### src/wxio_pkg.sv
// Constants shared by the welder external discrete control block.
// Assumes a single 50 MHz system clock; contact inputs arrive as levels.
// Contract
// - Beam select 3 input asserted selects beam input unit 3 as ready.
// - Beam select 4 input asserted selects beam input unit 4 as ready.
// - Schedule number is plain binary sum of weights 1, 2, 4, 8, 16.
// - Closed contact is one; all open is schedule 00; codes run to 30.
// - Ready only while high voltage on and capacitor fully charged.
// - High-voltage-on output follows whether high voltage is supplied.
// - Trouble output closed normally; opens on fault, stays open until reset.
// - After each lamp flash, end output pulses for 40 ms.
// - Energy within limits asserts monitor-normal for 40 ms.
// - Energy outside limits asserts monitor-trouble for 40 ms instead.
// - External-input-receivable output follows the changeover input.
// - While not receivable, all external control inputs are ignored.
// - Lamp-power-limit output closed normally, opens when power exceeds reference.
// - Trouble-reset closing, with cause gone, clears the latched alarm.
// - External inputs take effect only while changeover is held closed.
package wxio_pkg;
	// ----------------------------------------------------------------
	// Timing
	// ----------------------------------------------------------------
	localparam int unsigned WXIO_CLK_HZ = 50000000;
	localparam int unsigned WXIO_PULSE_MS = 40;
	localparam int unsigned WXIO_PULSE_CYCLES = (WXIO_CLK_HZ / 1000) * WXIO_PULSE_MS;
	localparam int WXIO_CNT_W = 21;
	// ----------------------------------------------------------------
	// Schedule field
	// ----------------------------------------------------------------
	localparam int WXIO_SCHED_W = 5;
	localparam logic [4:0] WXIO_SCHED_RESET = 5'h00;
	localparam logic [4:0] WXIO_SCHED_MAX = 5'h1e;
	// ----------------------------------------------------------------
	// Synchronised input vector layout
	// ----------------------------------------------------------------
	localparam int WXIO_IN_W = 17;
	localparam int WXIO_IN_CHG = 0;
	localparam int WXIO_IN_BSEL3 = 1;
	localparam int WXIO_IN_BSEL4 = 2;
	localparam int WXIO_IN_SCHED = 3;
	localparam int WXIO_IN_HVREQ = 8;
	localparam int WXIO_IN_TRST = 9;
	localparam int WXIO_IN_HVON = 10;
	localparam int WXIO_IN_CHARGED = 11;
	localparam int WXIO_IN_FAULT = 12;
	localparam int WXIO_IN_FLASH = 13;
	localparam int WXIO_IN_EVAL = 14;
	localparam int WXIO_IN_INRANGE = 15;
	localparam int WXIO_IN_LAMPOVER = 16;
	typedef enum logic [1:0] {
		WXIO_PULSE_IDLE = 2'b00,
		WXIO_PULSE_HIGH = 2'b01
	} wxio_pulse_state_type;
endpackage

### src/wxio_sync.sv
// Two-flop synchroniser for a vector of contact levels.
// Assumes each bit is an independent slow level.
`timescale 1ns/1ps
`default_nettype none
module wxio_sync
(
	// Clock and reset
	input wire logic clk_sys_in,
	input wire logic arst_n_in,
	// Levels
	input wire logic [wxio_pkg::WXIO_IN_W-1:0] async_in,
	output logic [wxio_pkg::WXIO_IN_W-1:0] sync_out
);
	logic [wxio_pkg::WXIO_IN_W-1:0] stage1;
	logic [wxio_pkg::WXIO_IN_W-1:0] stage2;
	logic [wxio_pkg::WXIO_IN_W-1:0] next_stage1;
	logic [wxio_pkg::WXIO_IN_W-1:0] next_stage2;

	always_comb
	begin
		next_stage1 = async_in;
		next_stage2 = stage1;
	end

	always_ff @(posedge clk_sys_in or negedge arst_n_in)
	begin
		if (!arst_n_in)
		begin
			stage1 <= '0;
			stage2 <= '0;
		end
		else
		begin
			stage1 <= next_stage1;
			stage2 <= next_stage2;
		end
	end

	assign sync_out = stage2;
endmodule
`default_nettype wire

### src/wxio_pulse.sv
// One-shot that holds its output for the 40 ms pulse length unless stop_in ends it early.
// Assumes a one-cycle trigger; a retrigger while busy restarts the count.
`timescale 1ns/1ps
`default_nettype none
module wxio_pulse
(
	// Clock and reset
	input wire logic clk_sys_in,
	input wire logic arst_n_in,
	// Trigger and pulse
	input wire logic trig_in,
	input wire logic stop_in,
	output logic pulse_out
);
	localparam logic [wxio_pkg::WXIO_CNT_W-1:0] LAST =
		wxio_pkg::WXIO_CNT_W'(wxio_pkg::WXIO_PULSE_CYCLES - 1);
	wxio_pkg::wxio_pulse_state_type state;
	wxio_pkg::wxio_pulse_state_type next_state;
	logic [wxio_pkg::WXIO_CNT_W-1:0] count;
	logic [wxio_pkg::WXIO_CNT_W-1:0] next_count;

	always_comb
	begin
		next_state = state;
		next_count = count;
		unique case (state)
			wxio_pkg::WXIO_PULSE_IDLE:
			begin
				if (trig_in)
				begin
					next_state = wxio_pkg::WXIO_PULSE_HIGH;
					next_count = '0;
				end
			end
			wxio_pkg::WXIO_PULSE_HIGH:
			begin
				if (trig_in)
				begin
					next_count = '0;
				end
				else if (stop_in || count == LAST)
				begin
					next_state = wxio_pkg::WXIO_PULSE_IDLE;
					next_count = '0;
				end
				else
				begin
					next_count = count + 1'b1;
				end
			end
			default:
			begin
				next_state = wxio_pkg::WXIO_PULSE_IDLE;
				next_count = '0;
			end
		endcase
	end

	always_ff @(posedge clk_sys_in or negedge arst_n_in)
	begin
		if (!arst_n_in)
		begin
			state <= wxio_pkg::WXIO_PULSE_IDLE;
			count <= '0;
			pulse_out <= 1'b0;
		end
		else
		begin
			state <= next_state;
			count <= next_count;
			pulse_out <= (next_state == wxio_pkg::WXIO_PULSE_HIGH);
		end
	end
endmodule
`default_nettype wire

### src/wxio_top.sv
// Welder external discrete control: contact inputs in, relay status out.
// Assumes internal status levels come from the welder core; closed contact is one.
`timescale 1ns/1ps
`default_nettype none
module wxio_top
(
	// Clock and reset
	input wire logic clk_sys_in,
	input wire logic arst_n_in,
	// Contact inputs from the machine controller
	input wire logic external_control_enable_in,
	input wire logic beam_select3_in,
	input wire logic beam_select4_in,
	input wire logic [4:0] schedule_in,
	input wire logic hv_on_request_in,
	input wire logic trouble_reset_in,
	// Welder core status
	input wire logic hv_supplied_in,
	input wire logic cap_charged_in,
	input wire logic fault_in,
	input wire logic lamp_flash_in,
	input wire logic energy_eval_in,
	input wire logic energy_in_range_in,
	input wire logic lamp_power_over_in,
	// Decoded controls to the welder core
	output logic beam_unit3_ready_out,
	output logic beam_unit4_ready_out,
	output logic [4:0] schedule_number_out,
	output logic hv_enable_out,
	// Relay status outputs, one means contact closed
	output logic ready_out,
	output logic hv_on_out,
	output logic trouble_ok_out,
	output logic end_out,
	output logic monitor_normal_out,
	output logic monitor_trouble_out,
	output logic ext_receivable_out,
	output logic lamp_power_ok_out
);
	// ----------------------------------------------------------------
	// Input synchronisation
	// ----------------------------------------------------------------
	logic [wxio_pkg::WXIO_IN_W-1:0] raw;
	logic [wxio_pkg::WXIO_IN_W-1:0] s;
	assign raw = {lamp_power_over_in, energy_in_range_in, energy_eval_in, lamp_flash_in,
		fault_in, cap_charged_in, hv_supplied_in, trouble_reset_in, hv_on_request_in,
		schedule_in, beam_select4_in, beam_select3_in, external_control_enable_in};

	wxio_sync u_sync
	(
		.clk_sys_in(clk_sys_in),
		.arst_n_in(arst_n_in),
		.async_in(raw),
		.sync_out(s)
	);

	function automatic logic [4:0] sched_sum(input logic [4:0] c);
		// Binary weights 1,2,4,8,16; 31 is not a stored schedule, hold at 30
		logic [4:0] v;
		v = c;
		if (v > wxio_pkg::WXIO_SCHED_MAX)
		begin
			v = wxio_pkg::WXIO_SCHED_MAX;
		end
		return v;
	endfunction

	// ----------------------------------------------------------------
	// External control decode and fault latch
	// ----------------------------------------------------------------
	logic ext_en;
	logic fault_latched;
	logic next_fault_latched;
	logic next_b3;
	logic next_b4;
	logic [4:0] next_sched;
	logic next_hv_en;
	logic flash_d;
	logic eval_d;
	logic flash_rise;
	logic eval_rise;

	always_comb
	begin
		ext_en = s[wxio_pkg::WXIO_IN_CHG];
		next_b3 = ext_en & s[wxio_pkg::WXIO_IN_BSEL3];
		next_b4 = ext_en & s[wxio_pkg::WXIO_IN_BSEL4];
		next_hv_en = ext_en & s[wxio_pkg::WXIO_IN_HVREQ];
		if (ext_en)
		begin
			next_sched = sched_sum(s[wxio_pkg::WXIO_IN_SCHED +: 5]);
		end
		else
		begin
			next_sched = schedule_number_out;
		end
		// Fault set wins over a reset arriving in the same cycle
		if (s[wxio_pkg::WXIO_IN_FAULT])
		begin
			next_fault_latched = 1'b1;
		end
		else if (ext_en && s[wxio_pkg::WXIO_IN_TRST])
		begin
			next_fault_latched = 1'b0;
		end
		else
		begin
			next_fault_latched = fault_latched;
		end
		flash_rise = s[wxio_pkg::WXIO_IN_FLASH] & ~flash_d;
		eval_rise = s[wxio_pkg::WXIO_IN_EVAL] & ~eval_d;
	end

	always_ff @(posedge clk_sys_in or negedge arst_n_in)
	begin
		if (!arst_n_in)
		begin
			fault_latched <= 1'b0;
			beam_unit3_ready_out <= 1'b0;
			beam_unit4_ready_out <= 1'b0;
			schedule_number_out <= wxio_pkg::WXIO_SCHED_RESET;
			hv_enable_out <= 1'b0;
			flash_d <= 1'b0;
			eval_d <= 1'b0;
		end
		else
		begin
			fault_latched <= next_fault_latched;
			beam_unit3_ready_out <= next_b3;
			beam_unit4_ready_out <= next_b4;
			schedule_number_out <= next_sched;
			hv_enable_out <= next_hv_en;
			flash_d <= s[wxio_pkg::WXIO_IN_FLASH];
			eval_d <= s[wxio_pkg::WXIO_IN_EVAL];
		end
	end

	// Decode and fault latch checks
	a_unit3_sel: assert property (@(posedge clk_sys_in)
		disable iff (!arst_n_in)
		ext_en && s[wxio_pkg::WXIO_IN_BSEL3] |=> beam_unit3_ready_out)
		else $error("unit 3 not selected");
	a_unit4_sel: assert property (@(posedge clk_sys_in)
		disable iff (!arst_n_in)
		ext_en && s[wxio_pkg::WXIO_IN_BSEL4] |=> beam_unit4_ready_out)
		else $error("unit 4 not selected");
	a_hv_request: assert property (@(posedge clk_sys_in)
		disable iff (!arst_n_in)
		ext_en && s[wxio_pkg::WXIO_IN_HVREQ] |=> hv_enable_out)
		else $error("hv request not passed on");
	a_ignore_ext: assert property (@(posedge clk_sys_in)
		disable iff (!arst_n_in)
		!ext_en |=> !beam_unit3_ready_out && !beam_unit4_ready_out && !hv_enable_out
			&& $stable(schedule_number_out))
		else $error("external input used while disabled");
	a_sched_sum: assert property (@(posedge clk_sys_in)
		disable iff (!arst_n_in)
		ext_en && s[wxio_pkg::WXIO_IN_SCHED +: 5] != 5'h1f
			|=> schedule_number_out == $past(s[wxio_pkg::WXIO_IN_SCHED +: 5]))
		else $error("schedule number is not the weight sum");
	a_sched_clamp: assert property (@(posedge clk_sys_in)
		disable iff (!arst_n_in)
		ext_en && s[wxio_pkg::WXIO_IN_SCHED +: 5] == 5'h1f
			|=> schedule_number_out == wxio_pkg::WXIO_SCHED_MAX)
		else $error("schedule code above 30 not held at 30");
	a_fault_opens: assert property (@(posedge clk_sys_in)
		disable iff (!arst_n_in)
		s[wxio_pkg::WXIO_IN_FAULT] |=> !trouble_ok_out)
		else $error("fault did not open trouble");
	a_trouble_hold: assert property (@(posedge clk_sys_in)
		disable iff (!arst_n_in)
		!trouble_ok_out && !(ext_en && s[wxio_pkg::WXIO_IN_TRST]) |=> !trouble_ok_out)
		else $error("trouble cleared without reset");
	a_trouble_clr: assert property (@(posedge clk_sys_in)
		disable iff (!arst_n_in)
		!s[wxio_pkg::WXIO_IN_FAULT] && ext_en && s[wxio_pkg::WXIO_IN_TRST] |=> trouble_ok_out)
		else $error("trouble reset did not clear the alarm");

	// ----------------------------------------------------------------
	// Status relays
	// ----------------------------------------------------------------
	logic next_ready;
	logic next_hv_on;
	logic next_trouble_ok;
	logic next_recv;
	logic next_lamp_ok;
	logic trig_norm;
	logic trig_bad;

	always_comb
	begin
		next_ready = s[wxio_pkg::WXIO_IN_HVON] & s[wxio_pkg::WXIO_IN_CHARGED];
		next_hv_on = s[wxio_pkg::WXIO_IN_HVON];
		next_trouble_ok = ~next_fault_latched;
		next_recv = s[wxio_pkg::WXIO_IN_CHG];
		next_lamp_ok = ~s[wxio_pkg::WXIO_IN_LAMPOVER];
		trig_norm = eval_rise & s[wxio_pkg::WXIO_IN_INRANGE];
		trig_bad = eval_rise & ~s[wxio_pkg::WXIO_IN_INRANGE];
	end

	always_ff @(posedge clk_sys_in or negedge arst_n_in)
	begin
		if (!arst_n_in)
		begin
			ready_out <= 1'b0;
			hv_on_out <= 1'b0;
			trouble_ok_out <= 1'b1;
			ext_receivable_out <= 1'b0;
			lamp_power_ok_out <= 1'b1;
		end
		else
		begin
			ready_out <= next_ready;
			hv_on_out <= next_hv_on;
			trouble_ok_out <= next_trouble_ok;
			ext_receivable_out <= next_recv;
			lamp_power_ok_out <= next_lamp_ok;
		end
	end

	// Status relay checks
	a_ready_cause: assert property (@(posedge clk_sys_in)
		disable iff (!arst_n_in)
		ready_out |-> $past(s[wxio_pkg::WXIO_IN_HVON]) && $past(s[wxio_pkg::WXIO_IN_CHARGED]))
		else $error("ready without high voltage and charge");
	a_ready_set: assert property (@(posedge clk_sys_in)
		disable iff (!arst_n_in)
		s[wxio_pkg::WXIO_IN_HVON] && s[wxio_pkg::WXIO_IN_CHARGED] |=> ready_out)
		else $error("ready missing with high voltage and charge");
	a_hv_follow: assert property (@(posedge clk_sys_in)
		disable iff (!arst_n_in)
		##1 hv_on_out == $past(s[wxio_pkg::WXIO_IN_HVON]))
		else $error("hv status does not follow supply");
	a_recv_follow: assert property (@(posedge clk_sys_in)
		disable iff (!arst_n_in)
		##1 ext_receivable_out == $past(ext_en))
		else $error("receivable does not follow changeover");
	a_lamp_limit: assert property (@(posedge clk_sys_in)
		disable iff (!arst_n_in)
		s[wxio_pkg::WXIO_IN_LAMPOVER] |=> !lamp_power_ok_out)
		else $error("lamp limit not opened");
	a_lamp_normal: assert property (@(posedge clk_sys_in)
		disable iff (!arst_n_in)
		!s[wxio_pkg::WXIO_IN_LAMPOVER] |=> lamp_power_ok_out)
		else $error("lamp limit open without excess power");

	// ----------------------------------------------------------------
	// 40 ms pulse outputs
	// ----------------------------------------------------------------
	wxio_pulse u_end
	(
		.clk_sys_in(clk_sys_in),
		.arst_n_in(arst_n_in),
		.trig_in(flash_rise),
		.stop_in(1'b0),
		.pulse_out(end_out)
	);

	// A new verdict ends the opposite pulse so only one shows
	wxio_pulse u_mon_norm
	(
		.clk_sys_in(clk_sys_in),
		.arst_n_in(arst_n_in),
		.trig_in(trig_norm),
		.stop_in(trig_bad),
		.pulse_out(monitor_normal_out)
	);

	wxio_pulse u_mon_bad
	(
		.clk_sys_in(clk_sys_in),
		.arst_n_in(arst_n_in),
		.trig_in(trig_bad),
		.stop_in(trig_norm),
		.pulse_out(monitor_trouble_out)
	);

	// Pulse output checks
	a_end_pulse: assert property (@(posedge clk_sys_in)
		disable iff (!arst_n_in)
		flash_rise |=> end_out [*8])
		else $error("end pulse too short");
	a_end_start: assert property (@(posedge clk_sys_in)
		disable iff (!arst_n_in)
		$rose(end_out) |-> $past(flash_rise))
		else $error("end pulse without a flash");
	a_mon_excl: assert property (@(posedge clk_sys_in)
		disable iff (!arst_n_in)
		!(monitor_normal_out && monitor_trouble_out))
		else $error("both monitor outputs closed");
	a_mon_norm: assert property (@(posedge clk_sys_in)
		disable iff (!arst_n_in)
		trig_norm |=> monitor_normal_out ##1 monitor_normal_out)
		else $error("monitor normal missing");
	a_norm_start: assert property (@(posedge clk_sys_in)
		disable iff (!arst_n_in)
		$rose(monitor_normal_out) |-> $past(trig_norm))
		else $error("monitor normal without an in-range verdict");
	a_mon_bad: assert property (@(posedge clk_sys_in)
		disable iff (!arst_n_in)
		trig_bad |=> monitor_trouble_out ##1 monitor_trouble_out)
		else $error("monitor trouble missing");
	a_bad_start: assert property (@(posedge clk_sys_in)
		disable iff (!arst_n_in)
		$rose(monitor_trouble_out) |-> $past(trig_bad))
		else $error("monitor trouble without an out-of-range verdict");
endmodule
`default_nettype wire

### config.mk
export PLATFORM = sky130hd
export DESIGN_NAME = wxio_top
export DESIGN_NICKNAME = d
export VERILOG_FILES = /design/src/wxio_pkg.sv /design/src/wxio_sync.sv /design/src/wxio_pulse.sv /design/src/wxio_top.sv
export SDC_FILE = /design/constraint.sdc
export NUM_CORES = 1
export LEC_CHECK = 0
export BUFFER_PORTS_ARGS = -buffer_cell sky130_fd_sc_hd__buf_4
export CAP_MARGIN = 20
export CELL_PAD_IN_SITES_DETAIL_PLACEMENT = 1
export CELL_PAD_IN_SITES_GLOBAL_PLACEMENT = 1
export CORE_MARGIN = 2
export CORE_UTILIZATION = 40
export CTS_BUF_LIST = sky130_fd_sc_hd__clkbuf_16
export DETAILED_ROUTE_END_ITERATION = 8
export PLACE_DENSITY = 0.66
export SLEW_MARGIN = 25
export SYNTH_ARGS = -nofsm -noshare
export SYNTH_HDL_FRONTEND = slang
export SYNTH_HIERARCHICAL = 1
export SYNTH_SLANG_ARGS = --single-unit
export TNS_END_PERCENT = 100
### constraint.sdc
create_clock -name clk_sys_in -period 3.87 [get_ports clk_sys_in]
set_input_delay 0.387 -clock clk_sys_in [delete_from_list [all_inputs] [get_ports clk_sys_in]]
set_output_delay 0.387 -clock clk_sys_in [all_outputs]
set_load 0.05 [all_outputs]
==> summary.md, run 1 <==
| Metric | Value |
|---|---|
| Diodes inserted | `0` |
| TritonCTS clock tree | `yes` |
| Syn-to-layout area delta | `17.1%` |
| Commonest cells post-synth | `120 x dfrtp_1, 55 x nand3_1, 42 x nand2_1` |
| Placed cell count | `744` |
| Slew Viols, Final | `0` |
| Least-Margin Pin Slew | `0.968 ns` |
| Syn Inst Count | `543` |
| RSZ-0062 raised after global routing | `false` |
| CTS clk-pin slew, worst paths | `0.06 ns` |
| Final min period | `2.44 ns` |
| CTS Buf Count | `17` |
| Slew margin rel. | `0.353` |
| CP cell instances | `or4_1 > nor4_2 > a31oi_2 > o21ai_1 > nor3_1` |
| Yosys warns | `6` |
| Std cell rows | `43` |
| Data required, critical path | `4.14 ns` |
| Worst Setup Path Type | `register to register` |
| Setup TNS | `0 ns` |
| Share of layout cells above drive strength 1 | `0.171` |
| Number of global-route vias before repair | `4,626` |
| Drt pass-1 iters | `4` |
| Yosys reg bits | `122` |
| Worst skew pair latency | `0.42 ns` |
| Yosys top cell by area | `dfrtp_1` |
| First-pass GRT wire length | `23,000 um` |
| Asr flop ratio synth | `1.00` |
| Buffers on Ports | `34` |
| Detailed Route WL | `13,300 um` |
| Max Freq | `409 MHz` |
| Die area | `15,000 sq um` |
| Synth area leaders | `dfrtp_1 54%, nand3_1 4.9%, nand4_1 3.0%` |
| Routed Antenna Nets | `0` |
| Multi-input logic area | `2430 sq um` |
| Final Hold Viols | `6` |
| Worst VDD drop | `0.320 mV` |
| Netlist cell types | `64` |
| Die Ht | `122 um` |
| # nets final | `605` |
| Pwr dens | `450 nW/um^2` |
| Most common cell in the netlist | `dfrtp_1` |
| Number of I/O pins | `35` |
| Total gr overflow | `0` |
| Synth top area share | `0.535` |
| CP max stage delay | `0.55 ns` |
| Dominant synthesized flop cell | `dfrtp_1` |
| Total track usage | `0.194` |
| Initial antenna violation count | `0` |
| Worst clock skew | `0.00810 ns` |
| Reg-to-Reg Start | `u_mon_norm/count[11]` |
| Max Buffers Root-to-Sink | `2` |
| CORE AREA | `13,800 sq um` |
| CTS H-tree depth | `4` |
| Synth Cell Area | `5610 sq um` |
| Fill cells | `1,572` |
| Remaining DRCs | `0` |
| Outcome | `finished, violations left` |
| Die Wd | `122 um` |
| Critical Path Start | `u_mon_norm/count[11]` |
| Failing checks | `negative hold slack` |
| Leakage power total | `2.67 nW` |
| Clk root buf | `clkbuf_16` |
| WL per Instance | `17.2 um` |
| Final period util | `0.632` |
| CP Launch Type | `register` |
| Via count | `4,435` |
| # resized after CTS | `0` |
| Crit end category | `register` |
| Crit path DAT | `2.71 ns` |
| Max-Cap Viols | `0` |
| Routability cong. | `0.783` |
| Clk sinks | `122` |
| Largest net degree at the start of global routing | `79` |
| Setup bufs post-CTS | `0` |
| Vias/cell | `5.72` |
| Post-route insts no fill | `776` |
| Syn avg cell area | `10.3 sq um` |
| Initial Util | `0.407` |
| Seq/Total Area, Yosys | `0.544` |
| 1st-iter DRT viols | `301` |
| Hold buffers post-CTS | `0` |
| Hold WS | `-0.0192 ns` |
| Storage element area | `3060 sq um` |
| Dpl hpwl | `8680 um` |
| EDFF count, synth | `0` |
| Peak fanout along the critical path | `19` |
| Slowest stage cell on the critical path | `or4_1` |
| Min-Delay Path Class | `primary input to async pin` |
| Final Util | `0.477` |
| Final setup viols | `0` |
-- per-layer routing --
layer | wire length [um] | track usage | part of all wire | up-vias
li1 | - | - | - | 2097
met1 | 6310 | 0.256 | 0.47 | 2272
met3 | 406 | 0.0474 | 0.030 | 12
met5 | 0 | 0 | 0 | -
met2 | 6490 | 0.316 | 0.49 | 54
met4 | 136 | 0.0647 | 0.010 | 0
-- cell type report --
cell class,count,area share
clock buffer,17,0.0647
clock inverter,15,0.0175
inverter,7,0.00400
timing repair buffer,39,0.0451
tap,180,0.0343
multi-input combinational,396,0.370
sequential,122,0.465
-- through the flow --
stage / power (mW) / cell area, sq um / setup WS, ns / hold slack [ns]
floorplan: 1.46 / 5630 / 1.93 / 0.0914
global placement: 1.54 / 6030 / 1.56 / 0.333
detailed placement: 1.54 / 6030 / 1.46 / 0.336
CTS: 3.00 / 6570 / 1.43 / 0.0620
global route: 3.08 / 6570 / 1.22 / 0.0366
finish: 2.96 / 6570 / 1.43 / -0.0192
-- logic make-up after synthesis --
family | synth area share
compound gates | 0.104
xor+xnor | 0.00936
fa+ha+maj | 0.00669
buf+inv | 0.0265
flops | 0.544
mux | 0.0183
other cells | 0.00267
simple gates | 0.288
-- power by group --
part	internal, mW	switching, mW	total (mW)
Sequential	1.31	0.0193	1.33
Combinational	0.0534	0.131	0.185
Clock	0.868	0.576	1.44
Total	2.23	0.727	2.96
-- worst max-delay path, delay by kind of cell (launching register included) --
family / cells / cell delay, ns
flip-flops: 1 / 0.45
AO/OA/AOI/OAI: 2 / 0.87
AND/OR/NAND/NOR: 3 / 0.99
-- path summary, 6_finish.rpt --
check                                   endpoint  slack (ns)  cells past startpoint
min reg2reg                  u_sync/sync_out[14]        0.35                      0
max reg2reg                 u_mon_norm/count[10]        1.43                      5
max                         u_mon_norm/count[10]        1.43                      5
max in group asynchronous    u_mon_bad/count[10]        3.06                      2
min in group clk_sys_in    u_sync/next_stage2[7]        0.08                      1
min                           u_sync/sync_out[4]       -0.02                      1
-- cell usage in the layout (no fill, tap or decap), drive strengths merged, types with 3 or more instances in the layout --
cell type  count
a21boi         4
a21oi         15
a22oi          4
a31o           7
a31oi         16
and2           4
and3          11
buf           39
clkbuf        17
clkinv         5
clkinvlp       6
conb          10
dfrtp        120
ha             3
inv           10
mux2           6
nand2         42
nand2b        15
nand3         56
nand3b         3
nand4         28
nand4b         3
nor2          33
nor3          21
nor4          12
nor4b          3
o211ai         6
o21ai         22
or2            7
or3           12
or4           22
xor2           6
-- flip-flops by register name, indices dropped and copies added (netlist names), 2 cells and up --
signal	flops
u_sync/sync_out	17
u_mon_norm/count	21
u_end/count	21
u_sync/next_stage2	17
u_end/state	2
u_mon_norm/state	2
u_mon_bad/count	21
schedule_number_out	5
u_mon_bad/state	2
(Power assumes the default switching activity.)
==> inputs of run 2 (changes only) <==
--- a/config.mk
+++ b/config.mk
@@ -13,7 +13,7 @@
 export CORE_UTILIZATION = 40
 export CTS_BUF_LIST = sky130_fd_sc_hd__clkbuf_16
 export DETAILED_ROUTE_END_ITERATION = 8
-export PLACE_DENSITY = 0.66
+export PLACE_DENSITY = 0.69
 export SLEW_MARGIN = 25
 export SYNTH_ARGS = -nofsm -noshare
 export SYNTH_HDL_FRONTEND = slang
==> constraint.sdc (replaced) <==
create_clock -name clk_sys_in -period 2.2 [get_ports clk_sys_in]
set_input_delay 0.22 -clock clk_sys_in [delete_from_list [all_inputs] [get_ports clk_sys_in]]
set_output_delay 0.22 -clock clk_sys_in [all_outputs]
set_load 0.05 [all_outputs]
==> run 2 against run 1 <==
The flow now finishes without violations; critical path depth grew 1; global-route usage increased by 2.2 points; via count rose by 6.1%; largest power group unchanged; fmax is 16% higher; clock-buffer cell count stayed put; sequential share of layout area decreased by 3.1 points; largest cell class unchanged.
==> summary.md, run 2 (same netlist as run 1, synthesis figures left out) <==
| Metric | Value |
|---|---|
| Outcome | `finished, final reports clean` |
| Remaining DRCs | `0` |
| Total gr overflow | `0` |
| Slew Viols, Final | `0` |
| Dpl hpwl | `9950 um` |
| Worst Hold Launch | `u_sync/next_stage2[13]` |
| Diodes inserted | `0` |
| CORE AREA | `13,800 sq um` |
| Reg-to-Reg Start | `u_mon_norm/count[9]` |
| Pwr dens | `776 nW/um^2` |
| Routed Antenna Nets | `0` |
| CTS H-tree depth | `4` |
| Worst clock skew | `0.00868 ns` |
| TritonCTS clock tree | `yes` |
| Buffers on Ports | `34` |
| Post-route insts no fill | `823` |
| Initial antenna violation count | `0` |
| Final Hold Viols | `0` |
| Routability cong. | `0.815` |
| CP Launch Type | `register` |
| Sw Pwr | `1.43 mW` |
| CTS clk-pin slew, worst paths | `0.06 ns` |
| Worst R2R End | `u_mon_norm/count[18]` |
| Placed cell count | `773` |
| Worst VDD drop | `0.564 mV` |
| WL per Instance | `18.2 um` |
| Vias/cell | `5.72` |
| Final Power | `5.46 mW` |
| CTS Buf Count | `17` |
| # nets final | `652` |
| Slew margin rel. | `0.531` |
| Clk root buf | `clkbuf_16` |
| Net Sw Frac | `0.261` |
| Die area | `15,000 sq um` |
| Peak fanout along the critical path | `11` |
| R2r worst-path depth | `6` |
| Std cell rows | `43` |
| Worst skew pair latency | `0.43 ns` |
| Detailed Route WL | `15,000 um` |
| Drt pass-1 iters | `4` |
| Number of I/O pins | `35` |
| Largest net degree at the start of global routing | `51` |
| Number of global-route vias before repair | `5,032` |
| Final setup viols | `0` |
| Combinational share of power | `0.070` |
| Least-Margin Pin Slew | `0.703 ns` |
| Largest regs | `u_end/count x21, u_mon_bad/count x21, u_mon_norm/count x21` |
| WHS Endpoint | `u_sync/sync_out[13]` |
| Die Ht | `122 um` |
| 1st-iter DRT viols | `220` |
| Setup slack, reg-to-reg | `0.1 ns` |
| Data required, critical path | `2.50 ns` |
| Syn-to-layout area delta | `25.5%` |
| Max-Cap Viols | `0` |
| Worst Setup Path Type | `register to register` |
| Via count | `4,705` |
| Clock share of power | `0.501` |
| Initial Util | `0.407` |
| Crit path DAT | `2.40 ns` |
| Max Freq | `476 MHz` |
| Final min period | `2.10 ns` |
| Worst Hold Path Cells | `0` |
| Most common cell after layout, fill and taps aside | `dfrtp_1` |
| Max Buffers Root-to-Sink | `2` |
| First-pass GRT wire length | `25,000 um` |
| Commonest cells after routing, fill and taps aside | `120 x dfrtp_1, 67 x buf_4, 55 x nand3_1, 42 x nand2_1, 33 x nor2_1` |
| Leakage power total | `2.92 nW` |
| Hold WS | `0.345 ns` |
| Total track usage | `0.217` |
| P_int | `4.04 mW` |
| Final period util | `0.955` |
| Clk sinks | `122` |
| Die Wd | `122 um` |
| Share of layout cells above drive strength 1 | `0.208` |
| Crit end category | `register` |
| Flop pwr share | `0.429` |
| Min-Delay Path Class | `register to register` |
-- run 2: cell types whose count changed in the layout (fill, tap and decap cells not counted), sizes merged --
cell / change
buf: +29
clkinv: -4
clkinvlp: -4
dlygate4sd3: +18
inv: +8
-- run 2: worst max-delay path by stage --
| stage | start | to | slack [ns] | depth (start not counted) |
|---|---|---|---|---|
| floorplan | u_mon_bad/count[11] | u_mon_bad/count[0] | 0.26 | 6 |
| global placement | u_mon_norm/count[9] | u_mon_norm/count[18] | 0.25 | 6 |
| detailed placement | u_mon_norm/count[9] | u_mon_norm/count[18] | 0.13 | 6 |
| CTS | u_mon_bad/count[12] | u_mon_bad/count[10] | 0.12 | 5 |
| global route | u_mon_norm/count[9] | u_mon_norm/count[18] | -0.01 | 6 |
| finish | u_mon_norm/count[9] | u_mon_norm/count[18] | 0.1 | 6 |
-- run 2: worst max-delay path, stage by stage, from the launching register on --
cell and delay, ns:
dfrtp_1 0.39, or4_1 0.61, nor4_4 0.31, a31oi_2 0.16, buf_4 0.21, a32oi_1 0.18
o211ai_1 0.11
-- run 2: timing repair --
action,CTS,global route
endpoints found under the setup margin,0,6
buffers inserted,0,0
hold buffers,18,0
resized for setup,0,3
endpoints found under the hold margin,62,0
-- run 2: power by group through the flow --
stage               logic [mW]  registers, mW  clock network [mW]
floorplan                0.121           2.44                   0
global route             0.412           2.35                2.91
finish                   0.380           2.34                2.74
CTS                      0.384           2.35                2.80
detailed placement       0.355           2.38                   0
global placement         0.347           2.38                   0
-- run 2: cell type report --
| cell class | instances | area (sq um) |
|---|---|---|
| well taps | 180 | 225 |
| multi-input cells | 396 | 2450 |
| flip-flops and latches | 122 | 3060 |
| clock buffers | 17 | 425 |
| clock inverters | 15 | 151 |
| repair buffers | 86 | 703 |
| inverters | 7 | 26.3 |
| fillers | 1542 | 6730 |
-- run 2: per-layer routing --
metal  up-vias  track usage  share of wire
li1       2195            -              -
met1      2424        0.265           0.44
met2        64        0.372           0.52
met3        22       0.0423          0.026
met4         0       0.0948          0.019
met5         -            0              0
-- run 2: metrics by stage --
stage / cell area (sq um) / setup TNS, ns / setup slack (ns) / utilization
after floorplan: 5630 / 0 / 0.261 / -
after global placement: 6260 / 0 / 0.249 / 0.454
after detailed placement: 6260 / 0 / 0.131 / 0.454
after CTS: 7020 / 0 / 0.123 / 0.509
after global routing: 7040 / -0.0144 / -0.0140 / 0.511
final: 7040 / 0 / 0.0990 / 0.511
==> inputs of run 3 (changes only) <==
--- a/config.mk
+++ b/config.mk
@@ -13,10 +13,10 @@
 export CORE_UTILIZATION = 40
 export CTS_BUF_LIST = sky130_fd_sc_hd__clkbuf_16
 export DETAILED_ROUTE_END_ITERATION = 8
-export PLACE_DENSITY = 0.69
+export PLACE_DENSITY = 0.65
+export SKIP_LAST_GASP = 1
 export SLEW_MARGIN = 25
 export SYNTH_ARGS = -nofsm -noshare
 export SYNTH_HDL_FRONTEND = slang
-export SYNTH_HIERARCHICAL = 1
 export SYNTH_SLANG_ARGS = --single-unit
 export TNS_END_PERCENT = 100
==> constraint.sdc (replaced) <==
create_clock -name clk_sys_in -period 2.4 [get_ports clk_sys_in]
set_input_delay 0.24 -clock clk_sys_in [delete_from_list [all_inputs] [get_ports clk_sys_in]]
set_output_delay 0.24 -clock clk_sys_in [all_outputs]
set_load 0.05 [all_outputs]
==> run 3 against run 2 <==
Largest cell class unchanged; combinational power is 26% lower; final cell count is 13% lower; core utilization is 0.085 points lower; synthesized area is 7.7% lower; worst hold slack better by 0.0015 ns; critical path type unchanged; highest routed layer unchanged; flip-flop and latch count stayed put; register-to-register slack better by 0.12 ns; sequential power is 8% lower.
==> summary.md, run 3 <==
| Metric | Value |
|---|---|
| Least-Margin Pin Slew | `0.806 ns` |
| Vias/cell | `5.15` |
| Final period util | `0.910` |
| Critical Path Start | `u_mon_bad.count[1]` |
| WL per Instance | `16.4 um` |
| Synth top area share | `0.580` |
| Final Hold Viols | `0` |
| Most common cell in the netlist | `dfrtp_1` |
| Die Ht | `118 um` |
| CTS clk-pin slew, worst paths | `0.06 ns` |
| Detailed Route WL | `11,700 um` |
| Final Util | `0.510` |
| Most common cell after layout, fill and taps aside | `dfrtp_1` |
| Total gr overflow | `0` |
| First-pass GRT wire length | `20,200 um` |
| Clk sinks | `122` |
| CP Launch Type | `register` |
| Commonest cells post-synth | `120 x dfrtp_1, 64 x nor2_1, 35 x nand3_1, 35 x xor2_1, 27 x nand2_1` |
| Worst Setup Path Type | `register to register` |
| Setup TNS | `0 ns` |
| Buffers on Ports | `34` |
| Dpl hpwl | `7680 um` |
| Placed Instance Area | `5660 sq um` |
| Yosys reg bits | `122` |
| Max Buffers Root-to-Sink | `2` |
| Syn Inst Count | `460` |
| Reg-to-Reg Start | `u_mon_bad.count[1]` |
| Die Wd | `118 um` |
| Dominant synthesized flop cell | `dfrtp_1` |
| Outcome | `finished, final reports clean` |
| Worst R2R End | `u_mon_bad.count[11]` |
| # nets final | `549` |
| Crit end category | `register` |
| Worst skew pair latency | `0.41 ns` |
| Share of layout cells above drive strength 1 | `0.178` |
| Routability cong. | `0.795` |
| CTS H-tree depth | `4` |
| Asr flop ratio synth | `1.00` |
| Min-Delay Path Class | `register to register` |
| Initial antenna violation count | `1` |
| Syn avg cell area | `11.3 sq um` |
| Number of I/O pins | `35` |
| Hold WS | `0.346 ns` |
| Crit path DAT | `2.46 ns` |
| Remaining DRCs | `0` |
| R2r worst-path depth | `6` |
| Worst VDD drop | `0.464 mV` |
| TritonCTS clock tree | `yes` |
| Clk root buf | `clkbuf_16` |
| Data required, critical path | `2.68 ns` |
| Yosys warns | `0` |
| Max Freq | `458 MHz` |
| Leakage power total | `2.78 nW` |
| Max-Cap Viols | `0` |
| Peak fanout along the critical path | `17` |
| Std cell rows | `41` |
| EDFF count, synth | `0` |
| Finished Cell Area | `6440 sq um` |
| Final min period | `2.18 ns` |
| CORE AREA | `12,600 sq um` |
| Netlist cell types | `58` |
| Syn-to-layout area delta | `24.4%` |
| Yosys top cell by area | `dfrtp_1` |
| Slew margin rel. | `0.459` |
| CTS Buf Count | `17` |
| Critical Path Sink | `u_mon_bad.count[11]` |
| Die area | `13,900 sq um` |
| Synth Cell Area | `5180 sq um` |
| Commonest cells after routing, fill and taps aside | `120 x dfrtp_1, 64 x nor2_1, 38 x buf_4, 35 x nand3_1, 35 x xor2_1` |
| 1st-iter DRT viols | `176` |
| Drt pass-1 iters | `4` |
| Via count | `3,672` |
| Slew Viols, Final | `0` |
| # resized after CTS | `0` |
| RSZ-0062 raised after global routing | `false` |
| Synth area leaders | `dfrtp_1 58%, xor2_1 5.9%, nor2_1 4.6%` |
| Seq/Total Area, Yosys | `0.590` |
| Routed Antenna Nets | `0` |
| Largest regs | `u_end.count x21, u_mon_bad.count x21, u_mon_norm.count x21` |
| Initial Util | `0.410` |
| Pwr dens | `778 nW/um^2` |
| Setup slack, reg-to-reg | `0.22 ns` |
| Worst clock skew | `0.00555 ns` |
| Final setup viols | `0` |
| Total track usage | `0.185` |
| Largest net degree at the start of global routing | `45` |
| Number of global-route vias before repair | `3,996` |
run 3: changes by cell type in the layout (fill, tap and decap cells not counted), sizes merged, moves of 9 or more:
cell   change
nor2      +32
xor2      +29
buf       -28
nand3     -21
or4       -20
o21ai     -17
nand2     -13
or3       -11
nand4     -10
xnor2     +10
a31oi      -9
nor3       -9
run 3: cell type report:
class                   instances  area, sq um
diodes                          1         2.50
clock buffers                  17          425
clock inverters                15          176
fillers                      1401         6180
inverters                       8         30.0
multi-input cells             320         2030
flip-flops and latches        122         3060
well taps                     172          215
repair buffers                 58          505
run 3: worst max-delay path, stage by stage (launching register included):
cell and delay (ns):
dfrtp_1 0.39, ha_1 0.24, or3b_1 0.36, nor4_1 0.31, a21oi_1 0.27, nor2_4 0.39, nor2_1 0.10
run 3: power by group:
part           total (mW)  switching (mW)  internal [mW]  leakage, nW
Sequential           2.15          0.0358           2.12         1.58
Clock                2.58           0.946           1.63        0.295
Combinational       0.280           0.180         0.0994        0.903
run 3: stage by stage:
step / instances / setup WS [ns] / total power, mW
after floorplan: 462 / 0.531 / 2.32
after global placement: 662 / 0.308 / 2.44
after detailed placement: 662 / 0.175 / 2.45
after CTS: 712 / 0.180 / 5.08
after global routing: 713 / 0.0564 / 5.21
final: 713 / 0.217 / 5.01
run 3: metal layers:
metal / global-route usage / vias up / part of all wire
met5: 0 / - / 0
met4: 0.0685 / 0 / 0.017
met1: 0.230 / 1870 / 0.45
met2: 0.307 / 48 / 0.51
li1: - / 1737 / -
met3: 0.0514 / 17 / 0.027
run 3: worst min-delay path by stage:
stage	start	endpoint	slack, ns	depth (start not counted)
5_1_grt	u_sync.next_stage2[10]	u_sync.sync_out[10]	0.35	0
4_1_cts	u_sync.next_stage2[14]	u_sync.sync_out[14]	0.35	0
3_3_place_gp	arst_n_in	u_sync.sync_out[3]	0.28	1
2_1_floorplan	arst_n_in	beam_unit3_ready_out	-0.06	0
3_5_place_dp	arst_n_in	schedule_number_out[0]	0.28	1
6_report	u_sync.next_stage2[1]	u_sync.sync_out[1]	0.35	0
run 3: timing repair:
item,4_1_cts,5_1_grt
buffers inserted,0,0
endpoints found under the hold margin,56,0
hold buffers,18,0
setup endpoints to repair,0,0
run 3: kinds of logic after synthesis:
kind of cell / Yosys count / synth area share
flip-flops: 122 / 0.590
multiplexers: 7 / 0.0150
adder cells (fa/ha/maj): 3 / 0.00725
XOR/XNOR: 45 / 0.0761
AO/OA/AOI/OAI: 44 / 0.0643
buffers and inverters: 20 / 0.0191
AND/OR/NAND/NOR: 218 / 0.227
other: 1 / 0.000724
